[config.mk]
export PLATFORM = sky130hd
export DESIGN_NAME = fci_host
export DESIGN_NICKNAME = d
export VERILOG_FILES = /design/src/shared/fci_pkg.sv /design/src/rtl/fci_host.sv /design/src/rtl/fci_sync.sv
export VERILOG_INCLUDE_DIRS = /design/src /design/src/shared
export SDC_FILE = /design/constraint.sdc
export NUM_CORES = 1
export LEC_CHECK = 0
export ABC_AREA = 1
export ABC_CLOCK_PERIOD_IN_PS = 3900
export BUFFER_PORTS_ARGS = -buffer_cell sky130_fd_sc_hd__buf_4
export CELL_PAD_IN_SITES_DETAIL_PLACEMENT = 1
export CELL_PAD_IN_SITES_GLOBAL_PLACEMENT = 1
export CORE_ASPECT_RATIO = 1.4
export CORE_MARGIN = 4
export CORE_UTILIZATION = 44
export CTS_CLUSTER_SIZE = 14
export DETAILED_ROUTE_END_ITERATION = 6
export PLACE_DENSITY_LB_ADDON = 0.1
export SLEW_MARGIN = 20
export SYNTH_ARGS = -nofsm -noshare
export SYNTH_HDL_FRONTEND = slang
export SYNTH_SLANG_ARGS = --single-unit
[constraint.sdc]
create_clock -name ref_clk -period 3.9 [get_ports ref_clk]
set_input_delay 0.975 -clock ref_clk [delete_from_list [all_inputs] [get_ports ref_clk]]
set_output_delay 0.975 -clock ref_clk [all_outputs]
set_load 0.05 [all_outputs]
[src/shared/fci_cfg.svh]
`ifndef FCI_CFG_SVH
`define FCI_CFG_SVH

// ----------------------------------------------------------------------
// bus widths
// ----------------------------------------------------------------------
`define FCI_ADDR_W 15
`define FCI_DATA_W 8

// ----------------------------------------------------------------------
// command codes written into the device command latch
// ----------------------------------------------------------------------
`define FCI_CMD_READ 8'h00
`define FCI_CMD_IDENT 8'h90
`define FCI_CMD_ERASE 8'h20
`define FCI_CMD_ERASE_CHECK 8'ha0
`define FCI_CMD_PROGRAM 8'h40
`define FCI_CMD_PROGRAM_CHECK 8'hc0
`define FCI_CMD_RESET 8'hff

// ----------------------------------------------------------------------
// strobe timing, in ns, and derived cycle counts (rounded up)
// ----------------------------------------------------------------------
`define FCI_CLK_NS 50
`define FCI_SETUP_NS 50
`define FCI_WE_LOW_NS 100
`define FCI_ACCESS_NS 150
`define FCI_RECOVER_NS 50
`define FCI_SETUP_CYC ((`FCI_SETUP_NS + `FCI_CLK_NS - 1) / `FCI_CLK_NS)
`define FCI_WE_CYC ((`FCI_WE_LOW_NS + `FCI_CLK_NS - 1) / `FCI_CLK_NS)
`define FCI_ACCESS_CYC ((`FCI_ACCESS_NS + `FCI_CLK_NS - 1) / `FCI_CLK_NS)
`define FCI_RECOVER_CYC ((`FCI_RECOVER_NS + `FCI_CLK_NS - 1) / `FCI_CLK_NS)
// pin lag (1) plus three synchroniser stages
`define FCI_SYNC_CYC 4
// default minimum pulses, in us
`define FCI_PROG_PULSE_US 10
`define FCI_ERASE_PULSE_US 10000

`endif

[src/shared/fci_pkg.sv]
`default_nettype none
`include "fci_cfg.svh"

package fci_pkg;

  // user operations
  typedef enum logic [2:0] {
    OP_READ = 3'b000,
    OP_CMD = 3'b001,
    OP_ERASE = 3'b010,
    OP_PROGRAM = 3'b011,
    OP_RESET = 3'b100,
    OP_ID_PIN = 3'b101
  } fci_op_e;

  // action of one sequence step
  typedef enum logic [2:0] {
    ACT_NONE = 3'b000,
    ACT_WR = 3'b001,
    ACT_RD = 3'b010,
    ACT_PROG_WAIT = 3'b011,
    ACT_ERASE_WAIT = 3'b100
  } fci_act_e;

  // controller states
  typedef enum logic [2:0] {
    ST_IDLE = 3'b000,
    ST_SETUP = 3'b001,
    ST_STROBE = 3'b010,
    ST_HOLD = 3'b011,
    ST_RECOVER = 3'b100,
    ST_PULSE = 3'b101,
    ST_FINISH = 3'b110
  } fci_state_e;

  // one step of a command sequence
  typedef struct packed {
    fci_act_e act;
    logic [`FCI_DATA_W-1:0] data;
    logic use_addr;
    logic use_data;
  } fci_step_s;

  // user request
  typedef struct packed {
    fci_op_e op;
    logic [`FCI_ADDR_W-1:0] addr;
    logic [`FCI_DATA_W-1:0] data;
  } fci_req_s;

  // control pins towards the memory
  typedef struct packed {
    logic supply_high;
    logic id_hv;
    logic ce_n;
    logic oe_n;
    logic we_n;
    logic [`FCI_ADDR_W-1:0] addr;
  } fci_pins_s;

endpackage

`default_nettype wire

[src/rtl/fci_host.sv]
`timescale 1ns/1ps
`default_nettype none
`include "fci_cfg.svh"

// Summary of operation
// - write: select and strobe low, edges latch
// - erase needs two erase-code writes
// - erase check write carries target address
// - program set-up then address/data write
// - program check write, then read margin byte
// - reset is two all-ones writes
// - host keeps pulses at least minimum
module fci_host #(
  parameter int PROG_PULSE_US = `FCI_PROG_PULSE_US,
  parameter int ERASE_PULSE_US = `FCI_ERASE_PULSE_US
) (
  // clock and reset
  input wire logic ref_clk,
  input wire logic reset_n,
  // user request
  input wire logic req_valid,
  input wire fci_pkg::fci_req_s req,
  output logic req_ready,
  input wire logic supply_request,
  // user answer
  output logic rsp_valid,
  output logic [`FCI_DATA_W-1:0] rsp_data,
  output logic rsp_error,
  // memory pins
  output fci_pkg::fci_pins_s pins,
  output logic [`FCI_DATA_W-1:0] data_out,
  output logic data_oe_n,
  input wire logic [`FCI_DATA_W-1:0] data_in
);

  // ----------------------------------------------------------------------
  // cycle counts of the minimum pulses (rounded up)
  // ----------------------------------------------------------------------
  localparam int PROG_CYC = (PROG_PULSE_US * 1000 + `FCI_CLK_NS - 1) / `FCI_CLK_NS;
  localparam int ERASE_CYC = (ERASE_PULSE_US * 1000 + `FCI_CLK_NS - 1) / `FCI_CLK_NS;

  fci_pkg::fci_state_e state; // controller state
  fci_pkg::fci_state_e next_state;
  fci_pkg::fci_req_s cur; // request in progress
  logic [2:0] idx; // step index
  logic [31:0] cnt; // cycles in current state
  logic err; // write refused for low supply
  logic [`FCI_DATA_W-1:0] last_wr; // last byte written
  logic [`FCI_DATA_W-1:0] prev_wr; // byte before that
  logic [`FCI_DATA_W-1:0] sync_data;
  logic sync_stable;

  // ----------------------------------------------------------------------
  // sequence tables
  // ----------------------------------------------------------------------
  function automatic fci_pkg::fci_step_s mk(input fci_pkg::fci_act_e a,
      input logic [`FCI_DATA_W-1:0] d, input logic ua, input logic ud);
    fci_pkg::fci_step_s s;
    s.act = a;
    s.data = d;
    s.use_addr = ua;
    s.use_data = ud;
    return s;
  endfunction

  function automatic fci_pkg::fci_step_s step_of(input fci_pkg::fci_op_e op,
      input logic [2:0] i);
    fci_pkg::fci_step_s s;
    s = mk(fci_pkg::ACT_NONE, `FCI_CMD_READ, 1'b0, 1'b0);
    case (op)
      // plain array or pin-identifier read
      fci_pkg::OP_READ, fci_pkg::OP_ID_PIN:
        if (i == 3'h0) s = mk(fci_pkg::ACT_RD, `FCI_CMD_READ, 1'b1, 1'b0);
      // single command write, always at address zero
      fci_pkg::OP_CMD:
        if (i == 3'h0) s = mk(fci_pkg::ACT_WR, `FCI_CMD_READ, 1'b0, 1'b1);
      // erase: two codes, pulse, check with address, read
      fci_pkg::OP_ERASE:
        case (i)
          3'h0, 3'h1: s = mk(fci_pkg::ACT_WR, `FCI_CMD_ERASE, 1'b0, 1'b0);
          3'h2: s = mk(fci_pkg::ACT_ERASE_WAIT, `FCI_CMD_READ, 1'b0, 1'b0);
          3'h3: s = mk(fci_pkg::ACT_WR, `FCI_CMD_ERASE_CHECK, 1'b1, 1'b0);
          3'h4: s = mk(fci_pkg::ACT_RD, `FCI_CMD_READ, 1'b1, 1'b0);
          default: s = mk(fci_pkg::ACT_NONE, `FCI_CMD_READ, 1'b0, 1'b0);
        endcase
      // program: set-up, address/data, pulse, check, read
      fci_pkg::OP_PROGRAM:
        case (i)
          3'h0: s = mk(fci_pkg::ACT_WR, `FCI_CMD_PROGRAM, 1'b0, 1'b0);
          3'h1: s = mk(fci_pkg::ACT_WR, `FCI_CMD_READ, 1'b1, 1'b1);
          3'h2: s = mk(fci_pkg::ACT_PROG_WAIT, `FCI_CMD_READ, 1'b0, 1'b0);
          3'h3: s = mk(fci_pkg::ACT_WR, `FCI_CMD_PROGRAM_CHECK, 1'b0, 1'b0);
          3'h4: s = mk(fci_pkg::ACT_RD, `FCI_CMD_READ, 1'b1, 1'b0);
          default: s = mk(fci_pkg::ACT_NONE, `FCI_CMD_READ, 1'b0, 1'b0);
        endcase
      // reset: two all-ones writes
      fci_pkg::OP_RESET:
        if (i <= 3'h1) s = mk(fci_pkg::ACT_WR, `FCI_CMD_RESET, 1'b0, 1'b0);
      default: s = mk(fci_pkg::ACT_NONE, `FCI_CMD_READ, 1'b0, 1'b0);
    endcase
    return s;
  endfunction

  // ----------------------------------------------------------------------
  // decoding
  // ----------------------------------------------------------------------
  wire fci_pkg::fci_step_s step = step_of(cur.op, idx);
  wire fci_pkg::fci_step_s nstep = step_of(cur.op, idx + 3'h1);
  wire is_wr = (step.act == fci_pkg::ACT_WR);
  wire is_rd = (step.act == fci_pkg::ACT_RD);
  wire [`FCI_DATA_W-1:0] wr_byte = step.use_data ? cur.data : step.data;
  wire [`FCI_ADDR_W-1:0] wr_addr = step.use_addr ? cur.addr : '0;
  wire needs_wr = (req.op != fci_pkg::OP_READ) && (req.op != fci_pkg::OP_ID_PIN);
  wire [31:0] pulse_need = (step.act == fci_pkg::ACT_ERASE_WAIT) ? 32'(ERASE_CYC)
                                                                  : 32'(PROG_CYC);
  wire setup_done = (cnt >= 32'(`FCI_SETUP_CYC - 1));
  wire wr_done = (cnt >= 32'(`FCI_WE_CYC - 1));
  wire rd_done = (cnt >= 32'(`FCI_ACCESS_CYC + `FCI_SYNC_CYC - 1)) && sync_stable;
  wire rec_done = (cnt >= 32'(`FCI_RECOVER_CYC - 1));
  wire pulse_done = (cnt >= pulse_need - 32'd1);
  wire step_last = (nstep.act == fci_pkg::ACT_NONE);
  wire in_cycle = (state == fci_pkg::ST_SETUP) || (state == fci_pkg::ST_STROBE)
                  || (state == fci_pkg::ST_HOLD);

  assign req_ready = (state == fci_pkg::ST_IDLE);

  // ----------------------------------------------------------------------
  // next state
  // ----------------------------------------------------------------------
  always_comb
  begin
    next_state = state;
    case (state)
      fci_pkg::ST_IDLE:
        if (req_valid)
          next_state = (needs_wr && !pins.supply_high) ? fci_pkg::ST_FINISH
                                                       : fci_pkg::ST_SETUP;
      fci_pkg::ST_SETUP:
        if (is_wr && !pins.supply_high)
          next_state = fci_pkg::ST_FINISH;
        else if (setup_done)
          next_state = fci_pkg::ST_STROBE;
      fci_pkg::ST_STROBE:
        if ((is_wr && wr_done) || (is_rd && rd_done))
          next_state = fci_pkg::ST_HOLD;
      fci_pkg::ST_HOLD:
        next_state = fci_pkg::ST_RECOVER;
      fci_pkg::ST_RECOVER:
        if (rec_done)
          next_state = step_last ? fci_pkg::ST_FINISH
                     : (nstep.act == fci_pkg::ACT_WR || nstep.act == fci_pkg::ACT_RD)
                       ? fci_pkg::ST_SETUP : fci_pkg::ST_PULSE;
      fci_pkg::ST_PULSE:
        if (pulse_done)
          next_state = fci_pkg::ST_SETUP;
      fci_pkg::ST_FINISH:
        next_state = fci_pkg::ST_IDLE;
      default:
        next_state = fci_pkg::ST_IDLE;
    endcase
  end

  // ----------------------------------------------------------------------
  // sequencer registers
  // ----------------------------------------------------------------------
  always_ff @(posedge ref_clk or negedge reset_n)
  begin
    if (!reset_n)
    begin
      state <= fci_pkg::ST_IDLE;
      cur <= '0;
      idx <= 3'h0;
      cnt <= '0;
      err <= 1'b0;
    end
    else
    begin
      state <= next_state;
      cnt <= (next_state != state) ? 32'd0 : cnt + 32'd1;
      if (state == fci_pkg::ST_IDLE && req_valid)
      begin
        cur <= req;
        idx <= 3'h0;
        err <= (next_state == fci_pkg::ST_FINISH);
      end
      else if (state == fci_pkg::ST_SETUP && next_state == fci_pkg::ST_FINISH)
        err <= 1'b1;
      else if ((state == fci_pkg::ST_RECOVER && rec_done && !step_last)
               || (state == fci_pkg::ST_PULSE && pulse_done))
        idx <= idx + 3'h1;
    end
  end

  // ----------------------------------------------------------------------
  // history of written bytes, and answer
  // ----------------------------------------------------------------------
  always_ff @(posedge ref_clk or negedge reset_n)
  begin
    if (!reset_n)
    begin
      last_wr <= `FCI_CMD_READ;
      prev_wr <= `FCI_CMD_READ;
      rsp_valid <= 1'b0;
      rsp_data <= '0;
      rsp_error <= 1'b0;
    end
    else
    begin
      if (state == fci_pkg::ST_HOLD && is_wr)
      begin
        last_wr <= wr_byte;
        prev_wr <= last_wr;
      end
      // read byte is taken as the strobe ends
      if (state == fci_pkg::ST_STROBE && is_rd && rd_done)
        rsp_data <= sync_data;
      rsp_valid <= (state == fci_pkg::ST_FINISH);
      rsp_error <= (state == fci_pkg::ST_FINISH) && err;
    end
  end

  // ----------------------------------------------------------------------
  // pin drivers, registered from state and supply_request
  // ----------------------------------------------------------------------
  always_ff @(posedge ref_clk or negedge reset_n)
  begin
    if (!reset_n)
    begin
      pins <= '{supply_high: 1'b0, id_hv: 1'b0, ce_n: 1'b1, oe_n: 1'b1,
                we_n: 1'b1, addr: '0};
      data_out <= '0;
      data_oe_n <= 1'b1;
    end
    else
    begin
      pins.supply_high <= supply_request;
      pins.id_hv <= in_cycle && is_rd && (cur.op == fci_pkg::OP_ID_PIN);
      pins.ce_n <= !in_cycle;
      pins.oe_n <= !(state == fci_pkg::ST_STROBE && is_rd);
      pins.we_n <= !(state == fci_pkg::ST_STROBE && is_wr);
      pins.addr <= in_cycle ? wr_addr : pins.addr;
      data_out <= wr_byte;
      data_oe_n <= !(in_cycle && is_wr && state != fci_pkg::ST_SETUP);
    end
  end

  // ----------------------------------------------------------------------
  // data pin synchroniser
  // ----------------------------------------------------------------------
  fci_sync #(
    .W(`FCI_DATA_W)
  ) u_sync (
    .ref_clk(ref_clk),
    .reset_n(reset_n),
    .din(data_in),
    .dout(sync_data),
    .stable(sync_stable)
  );

  // ----------------------------------------------------------------------
  // checks
  // ----------------------------------------------------------------------
  property p_wr_select;
    @(posedge ref_clk) disable iff (!reset_n)
    !pins.we_n |-> !pins.ce_n && pins.oe_n && !data_oe_n;
  endproperty
  a_wr_select: assert property (p_wr_select) else $error("strobe without select or data");

  property p_addr_hold;
    @(posedge ref_clk) disable iff (!reset_n)
    $fell(pins.we_n) |=> $stable(pins.addr) [*1] ##1 $stable(pins.addr);
  endproperty
  a_addr_hold: assert property (p_addr_hold) else $error("address moved under strobe");

  property p_wr_supply;
    @(posedge ref_clk) disable iff (!reset_n)
    !pins.we_n |-> pins.supply_high;
  endproperty
  a_wr_supply: assert property (p_wr_supply) else $error("write with supply low");

  property p_erase_twice;
    @(posedge ref_clk) disable iff (!reset_n)
    state == fci_pkg::ST_PULSE && step.act == fci_pkg::ACT_ERASE_WAIT
      |-> last_wr == `FCI_CMD_ERASE && prev_wr == `FCI_CMD_ERASE;
  endproperty
  a_erase_twice: assert property (p_erase_twice) else $error("erase without two codes");

  property p_erase_addr;
    @(posedge ref_clk) disable iff (!reset_n)
    state == fci_pkg::ST_HOLD && is_wr && wr_byte == `FCI_CMD_ERASE_CHECK
      |-> pins.addr == cur.addr;
  endproperty
  a_erase_addr: assert property (p_erase_addr) else $error("erase check lacks address");

  property p_prog_setup;
    @(posedge ref_clk) disable iff (!reset_n)
    state == fci_pkg::ST_PULSE && step.act == fci_pkg::ACT_PROG_WAIT
      |-> prev_wr == `FCI_CMD_PROGRAM && last_wr == cur.data;
  endproperty
  a_prog_setup: assert property (p_prog_setup) else $error("program without set-up");

  property p_prog_check;
    @(posedge ref_clk) disable iff (!reset_n)
    state == fci_pkg::ST_HOLD && is_wr && wr_byte == `FCI_CMD_PROGRAM_CHECK
      |-> prev_wr == `FCI_CMD_PROGRAM && $past(state, 5) != fci_pkg::ST_IDLE;
  endproperty
  a_prog_check: assert property (p_prog_check) else $error("check not after program");

  property p_reset_pair;
    @(posedge ref_clk) disable iff (!reset_n)
    state == fci_pkg::ST_FINISH && cur.op == fci_pkg::OP_RESET && !err
      |-> last_wr == `FCI_CMD_RESET && prev_wr == `FCI_CMD_RESET;
  endproperty
  a_reset_pair: assert property (p_reset_pair) else $error("reset not two all-ones");

  property p_pulse_min;
    @(posedge ref_clk) disable iff (!reset_n)
    state == fci_pkg::ST_PULSE && next_state != fci_pkg::ST_PULSE
      |-> cnt == pulse_need - 32'd1 && pins.we_n && pins.ce_n;
  endproperty
  a_pulse_min: assert property (p_pulse_min) else $error("pulse shorter than minimum");

endmodule // fci_host

`default_nettype wire

[src/rtl/fci_sync.sv]
`timescale 1ns/1ps
`default_nettype none

// three-stage synchroniser; stable when stages two and three agree
module fci_sync #(
  parameter int W = 8
) (
  // clock and reset
  input wire logic ref_clk,
  input wire logic reset_n,
  // raw and synchronised data
  input wire logic [W-1:0] din,
  output logic [W-1:0] dout,
  output logic stable
);

  logic [W-1:0] s1; // only read by s2
  logic [W-1:0] s2;
  logic [W-1:0] s3;

  // ----------------------------------------------------------------------
  // stage chain
  // ----------------------------------------------------------------------
  always_ff @(posedge ref_clk or negedge reset_n)
  begin
    if (!reset_n)
    begin
      s1 <= '0;
      s2 <= '0;
      s3 <= '0;
    end
    else
    begin
      s1 <= din;
      s2 <= s1;
      s3 <= s2;
    end
  end

  assign dout = s3;
  assign stable = (s2 == s3);

endmodule // fci_sync

`default_nettype wire

Word level (Yosys, flattened, before mapping)
Index checks and enable logic that the tools add are counted.
Word-level totals
  register bits: 128
  latch bits: 0
  memory bits (writable): 0
  memory bits (read-only): 0
  input port bits: 38
  output and inout port bits: 40
  word-level logic and storage cells: 133
  memories: 0
Cells by class
  $add $sub $neg: 3
  $mul: 0
  div/mod/pow operators: 0
  order comparisons: 6
  equal/unequal tests: 30
  shift operators: 0
  muxes and demuxes: 31
  bitwise operators: 0
  reduce and logical (&&, ||, !) cells: 42
Operators by type and width (count)
  one-hot mux 13 bit (5 select lines): 2
  one-hot mux 12 bit (5 select lines): 2
  one-hot mux 13 bit (4 select lines): 2
  >= comparator 32 x 1 -> 1 bit (second input constant): 2
  2-to-1 mux 11 bit: 4
  2-to-1 mux 3 bit: 12
  adder 32 x 1 -> 32 bit (second input constant): 1
  >= comparator 32 x 3 -> 1 bit (second input constant): 1
  >= comparator 32 bit: 1
  2-to-1 mux 32 bit: 1
  equality test 3 x 2 -> 1 bit (second input constant): 10
  equality test 3 bit (second input constant): 9
  2-to-1 mux 12 bit: 2
  logical AND 1 bit: 19
  subtractor 18 x 1 -> 19 bit (second input constant): 1
  equality test 3 x 1 -> 1 bit (second input constant): 6
  2-to-1 mux 18 bit: 1
  one-hot mux 3 bit (6 select lines): 1
  zero test 3 bit: 5
  2-to-1 mux 15 bit: 1
  equality test 8 bit: 1
  2-to-1 mux 8 bit: 1
  <= comparator 3 x 1 -> 1 bit (second input constant): 2
  zero test 1 bit: 6
  other kinds (11): 19

Logic depth before layout (Yosys ltp)
  word-level depth: 15
  mapped depth: 25
  gate-level depth less buffers: 23

Hierarchy
A second synthesis with hierarchy kept.
Second synthesis, totals
  cells, all modules: 767
  area, all modules: 6542.5 µm²
By module, submodules not included
  fci_host: instances 1, cells an instance 697, area each 5769.3 µm², sequential area each 2607.5 µm²
  fci_sync: instances 1, cells an instance 70, area each 773.2 µm², sequential area each 600.6 µm²

Worst setup path after synthesis
Ideal clock, no wire load.
  kind: register to register
  from: reg idx[0]
  to: reg cnt[6]
  arrival time: 2.919 ns
  data required time: 3.772 ns
  setup slack: 0.853 ns
  stages on the path, launching flop included: 24
  path through: dfrtp_1 > ha_1 > ha_1 > a21oi_1 > nand2_1 > nand3_1 > nand2_1 > nor2_2 > nand2_1 > ha_1 > inv_1 > o21bai_1 > nand2_1 > nand2_1 > nand2_1 > nand2_1 > nand2_1 > nand3_1 > nand2_1 > nor2_1 > nand2_2 > nand3_4 > buf_12 > nor2_4
On the way
  longest elaborated chain between the ends: 13
Ends and longest elaborated chain
  from (decl): RTL line fci_host.sv:45  | logic [2:0] idx;
  from (signal assigned): RTL line fci_host.sv:190  | idx <= idx + 3'h1;
  parallel branches: the longest is 10 deep, another holds >= comparator 32 bit
  one-hot mux 3 bit (6 select lines) *: RTL line fci_host.sv:133  | case (state)
  != test 3 bit *: RTL line fci_host.sv:179  | cnt <= (next_state != state) ? 32'd0 : cnt + 32'd1;
  2-to-1 mux 32 bit *: RTL line fci_host.sv:179
  to (signal assigned): RTL line fci_host.sv:179
  to (decl): RTL line fci_host.sv:46  | logic [31:0] cnt;
Mark *: on every way between the ends.
A chain may end at the register's enable or synchronous reset.

Worst setup path in the final report
  from: reg idx[0]
  to: reg cnt[21]
Same word-level chain as after synthesis.

==> impl_metrics.toml <==
[detailed_routing]
routed_wl_um = 16720
dr_total_vias = 5191
postRouteAntennaNets = 0
wl_per_cell_um = 16.22
drtIter0Drc = 177
avgViaCountPerCell = 5.035
drc = 0
firstDrtPassIters = 4

[global_route]
grt_pass1_vias = 5679
track_usage_pct = 20.69
grt_max_degree = 69
antenna_found_initial = 0
grt_pass1_wl_um = 27770
grt-ovfl-total = 0

[logic_synthesis]
syn_area_per_cell_um2 = 8.791
syn_inst = 736
muxShareOfSynthArea_pct = 0.1740
yosysSeqAreaShare_pct = 49.58
synth_compound_area_share_pct = 3.288
syn_nets = 796
synth_xor_xnor_area_share_pct = 4.467
async_reset_ff_share_pct = 100.0
ys_ff_latch = 128
synth-simple-area-share_pct = 32.59
synth_area_mm2 = 0.006470
yosys_warnings = 0
synth_top_family_by_area = "simple AND/OR/NAND/NOR gates"
synthAdderAreaFrac_pct = 4.254
synth_top_area_share_pct = 47.96
synth_area_leaders = "dfrtp_1, nand2_1, nor2_4"
yosysTopAreaCell = "dfrtp_1"
synth_edf_count = 0
ys.flop_type = "dfrtp_1"
synthDistinctLibCells = 41

[power_and_ir_drop]
p_sw_mw = 2.339
clockPowerShare_pct = 28.8
combPwrFrac_pct = 38.8
p_int_mw = 3.086
irDropWorstVdd_mv = 0.4048
seqPwrFrac_pct = 32.4
p_leak_nw = 3.924
p_sw_share_pct = 43.12
powerDensity_mw_per_mm2 = 687.3

[floorplan]
die_area_mm2 = 0.01674
num_rows = 52
fp.dieW_um = 110.5
io-pin-count = 78
core_area_mm2 = 0.01444
chipHeight_um = 151.5
initial_core_util_pct = 44.79

[clock_network]
clk_latency_ns = 0.42
max-clock-path-buffers = 2
clock_sinks = 128
htree_levels = 4
clk_pin_slew_ns = 0.07
cts_tree = "built"
cts_buffers = 17
cts_root_buf = "clkbuf_16"
cts_hold_buf = 0

[sta]
rsz0062_at_grt = "no"
fmax_ghz = 0.2862
worstMarginPinSlew_ns = 0.8935
skew_ns = 0.01629
hold_violations = 0
finalSetupViolCount = 0
drv_slew = 0
min_period_ns = 3.494
timing.slew.headroom_pct = 40.43
period_share_pct = 89.59
final.setup.tns_ns = 0

[placed_design]
place_area_mm2 = 0.007276
routabilityCongestion = 0.8691
port_buffers = 77
hpwl_um = 12210

[critical_path]
path_cells = "ha_1, ha_1, a21oi_1, nand2_1, nand3_1, nand2_1, nor2_2, nand2_2, ha_1, nand2_1, nor2_1, nand2_1, nand2_1, nand2_1, nand2_1, nand2_1, nand3_1, nand2_1, nor2_1, nand2_2, nand3_4, buf_12, nor2_4"
path_delay_family = "simple AND/OR/NAND/NOR gates"
startpoint_type = "register"
path_class = "reg -> reg"
cp.required_ns = 4.19
slowest_delay_ns = 0.42
cp_slowest_cell = "dfrtp_1"
cp_common_cell = "nand2_1"
endpoint_kind = "register"
cp.buffers_inverters = 1
critPathMaxFanout = 13
critical_path_arrival_ns = 3.78

[worst_hold_path]
hold_path_class = "reg -> reg"

[flow_run]
drv_cap = 0

[layout]
final_cell_mix = "nand2_1, dfrtp_1, buf_4"
finalInstanceArea_mm2 = 0.007893
nNetsFinal = 889
area_delta_synth_final_pct = 21.99
n_fill_cell = 1722
final_layout_size_suffix_gt1_share_pct = 22.80
final_common_cell = "nand2_1"
num_antenna_cells = 0

[run_status]
status = "finished clean"
-- worst paths after layout --
| check | slack, ns | depth (start not counted) | startpoint | end |
|---|---|---|---|---|
| worst max-delay path | 0.41 | 23 | idx[0]$_DFFE_PN0P_ | cnt[21]$_DFF_PN0_ |
| worst min-delay path | 0.35 | 0 | u_sync.s1[0]$_DFF_PN0_ | u_sync.s2[0]$_DFF_PN0_ |
| worst max register to register | 0.41 | 23 | idx[0]$_DFFE_PN0P_ | cnt[21]$_DFF_PN0_ |
| worst min register to register | 0.35 | 0 | u_sync.s1[0]$_DFF_PN0_ | u_sync.s2[0]$_DFF_PN0_ |
| max in group asynchronous | 2.34 | 2 | reset_n | pins[17]$_DFF_PN1_ |
| min in group asynchronous | 0.65 | 1 | reset_n | cnt[11]$_DFF_PN0_ |
-- power groups by stage --
stage,clock network [mW],logic (mW),registers (mW)
finish,1.56,2.11,1.76
global route,1.66,2.32,1.79
CTS,1.59,2.05,1.76
floorplan,0,1.31,1.98
global placement,0,1.97,1.77
detailed placement,0,2.04,1.78
-- cell type report --
class | count | area (µm²) | area share (%)
Clock buffer | 17 | 425.4 | 5.390
Clock inverter | 15 | 156.4 | 1.982
Inverter | 69 | 259.0 | 3.282
Multi-Input combinational cell | 526 | 2899 | 36.73
Sequential cell | 128 | 3208 | 40.65
Tap cell | 189 | 236.5 | 2.996
Timing Repair Buffer | 87 | 708.2 | 8.973
-- registers in the layout (all words and copies together), names as in the netlist --
name,cells
cnt,32
cur,26
pins,20
data_out,8
rsp_data,8
u_sync.dout,8
u_sync.s1,8
u_sync.s2,8
idx,3
state,3
data_oe_n,1
err,1
rsp_error,1
rsp_valid,1
-- metal layers --
| metal | GRT usage (%) | share of wire (%) | vias to the layer above |
|---|---|---|---|
| li1 | - | - | 2509 |
| met1 | 23.33 | 41 | 2553 |
| met2 | 37.67 | 53 | 100 |
| met3 | 5.244 | 3.7 | 29 |
| met4 | 8.071 | 2.3 | 0 |
| met5 | 0 | 0 | - |
-- worst reg2reg max path, stage by stage (launching register included) --
cell and delay, ns:
dfrtp_1 0.42, ha_1 0.31, ha_1 0.25, a21oi_1 0.18, nand2_1 0.07, nand3_1 0.08, nand2_1 0.08, nor2_2 0.17
nand2_2 0.18, ha_1 0.36, nand2_1 0.07, nor2_1 0.12, nand2_1 0.07, nand2_1 0.08, nand2_1 0.05, nand2_1 0.06
nand2_1 0.06, nand3_1 0.06, nand2_1 0.05, nor2_1 0.14, nand2_2 0.09, nand3_4 0.13, buf_12 0.22, nor2_4 0.06
-- metrics by stage --
step	std cells	util, %	total power [mW]	hold slack [ns]	setup WS (ns)
CTS	1029	54.40	5.399	0.3512	0.1208
finish	1031	54.64	5.425	0.3514	0.4058
global route	1031	54.64	5.768	0.3541	0.06769
floorplan	736	-	3.294	0.3312	0.8533
global placement	997	50.37	3.734	0.3359	0.4589
detailed placement	997	50.37	3.817	0.3363	0.2110
-- kinds of logic (layout without fill, tap and decap cells) --
group                      after synthesis  in the layout
and+or+nand+nor                        435            435
DFF                                    128            128
buffers and inverters                   82            188
AOI/OAI and AO/OA                       35             35
xor gates and xnor gates                33             33
adders and majority gates               22             22
muxes                                    1              1
-- cell usage after synthesis, types with 2 or more instances --
cell type	instances
a21oi_1	10
a21oi_2	2
buf_12	3
clkbuf_1	7
dfrtp_1	124
dfstp_2	4
ha_1	22
inv_1	60
inv_2	9
nand2_1	255
nand2_2	7
nand3_1	39
nand3_2	5
nand3b_1	2
nand4_1	15
nor2_1	48
nor2_2	9
nor2_4	31
nor3_1	13
nor3b_1	3
nor4_1	3
o211ai_1	2
o21ai_0	10
o21ai_1	2
o21bai_1	3
o22ai_1	2
xnor2_1	10
xor2_1	23
-- repair_timing --
item | CTS | global route
hold endpoints to repair | 0 | 0
buffers inserted | 0 | 1
endpoints found under the setup margin | 0 | 28
gates resized for setup | 0 | 1
No activity file was read; power rests on OpenSTA's default activity.
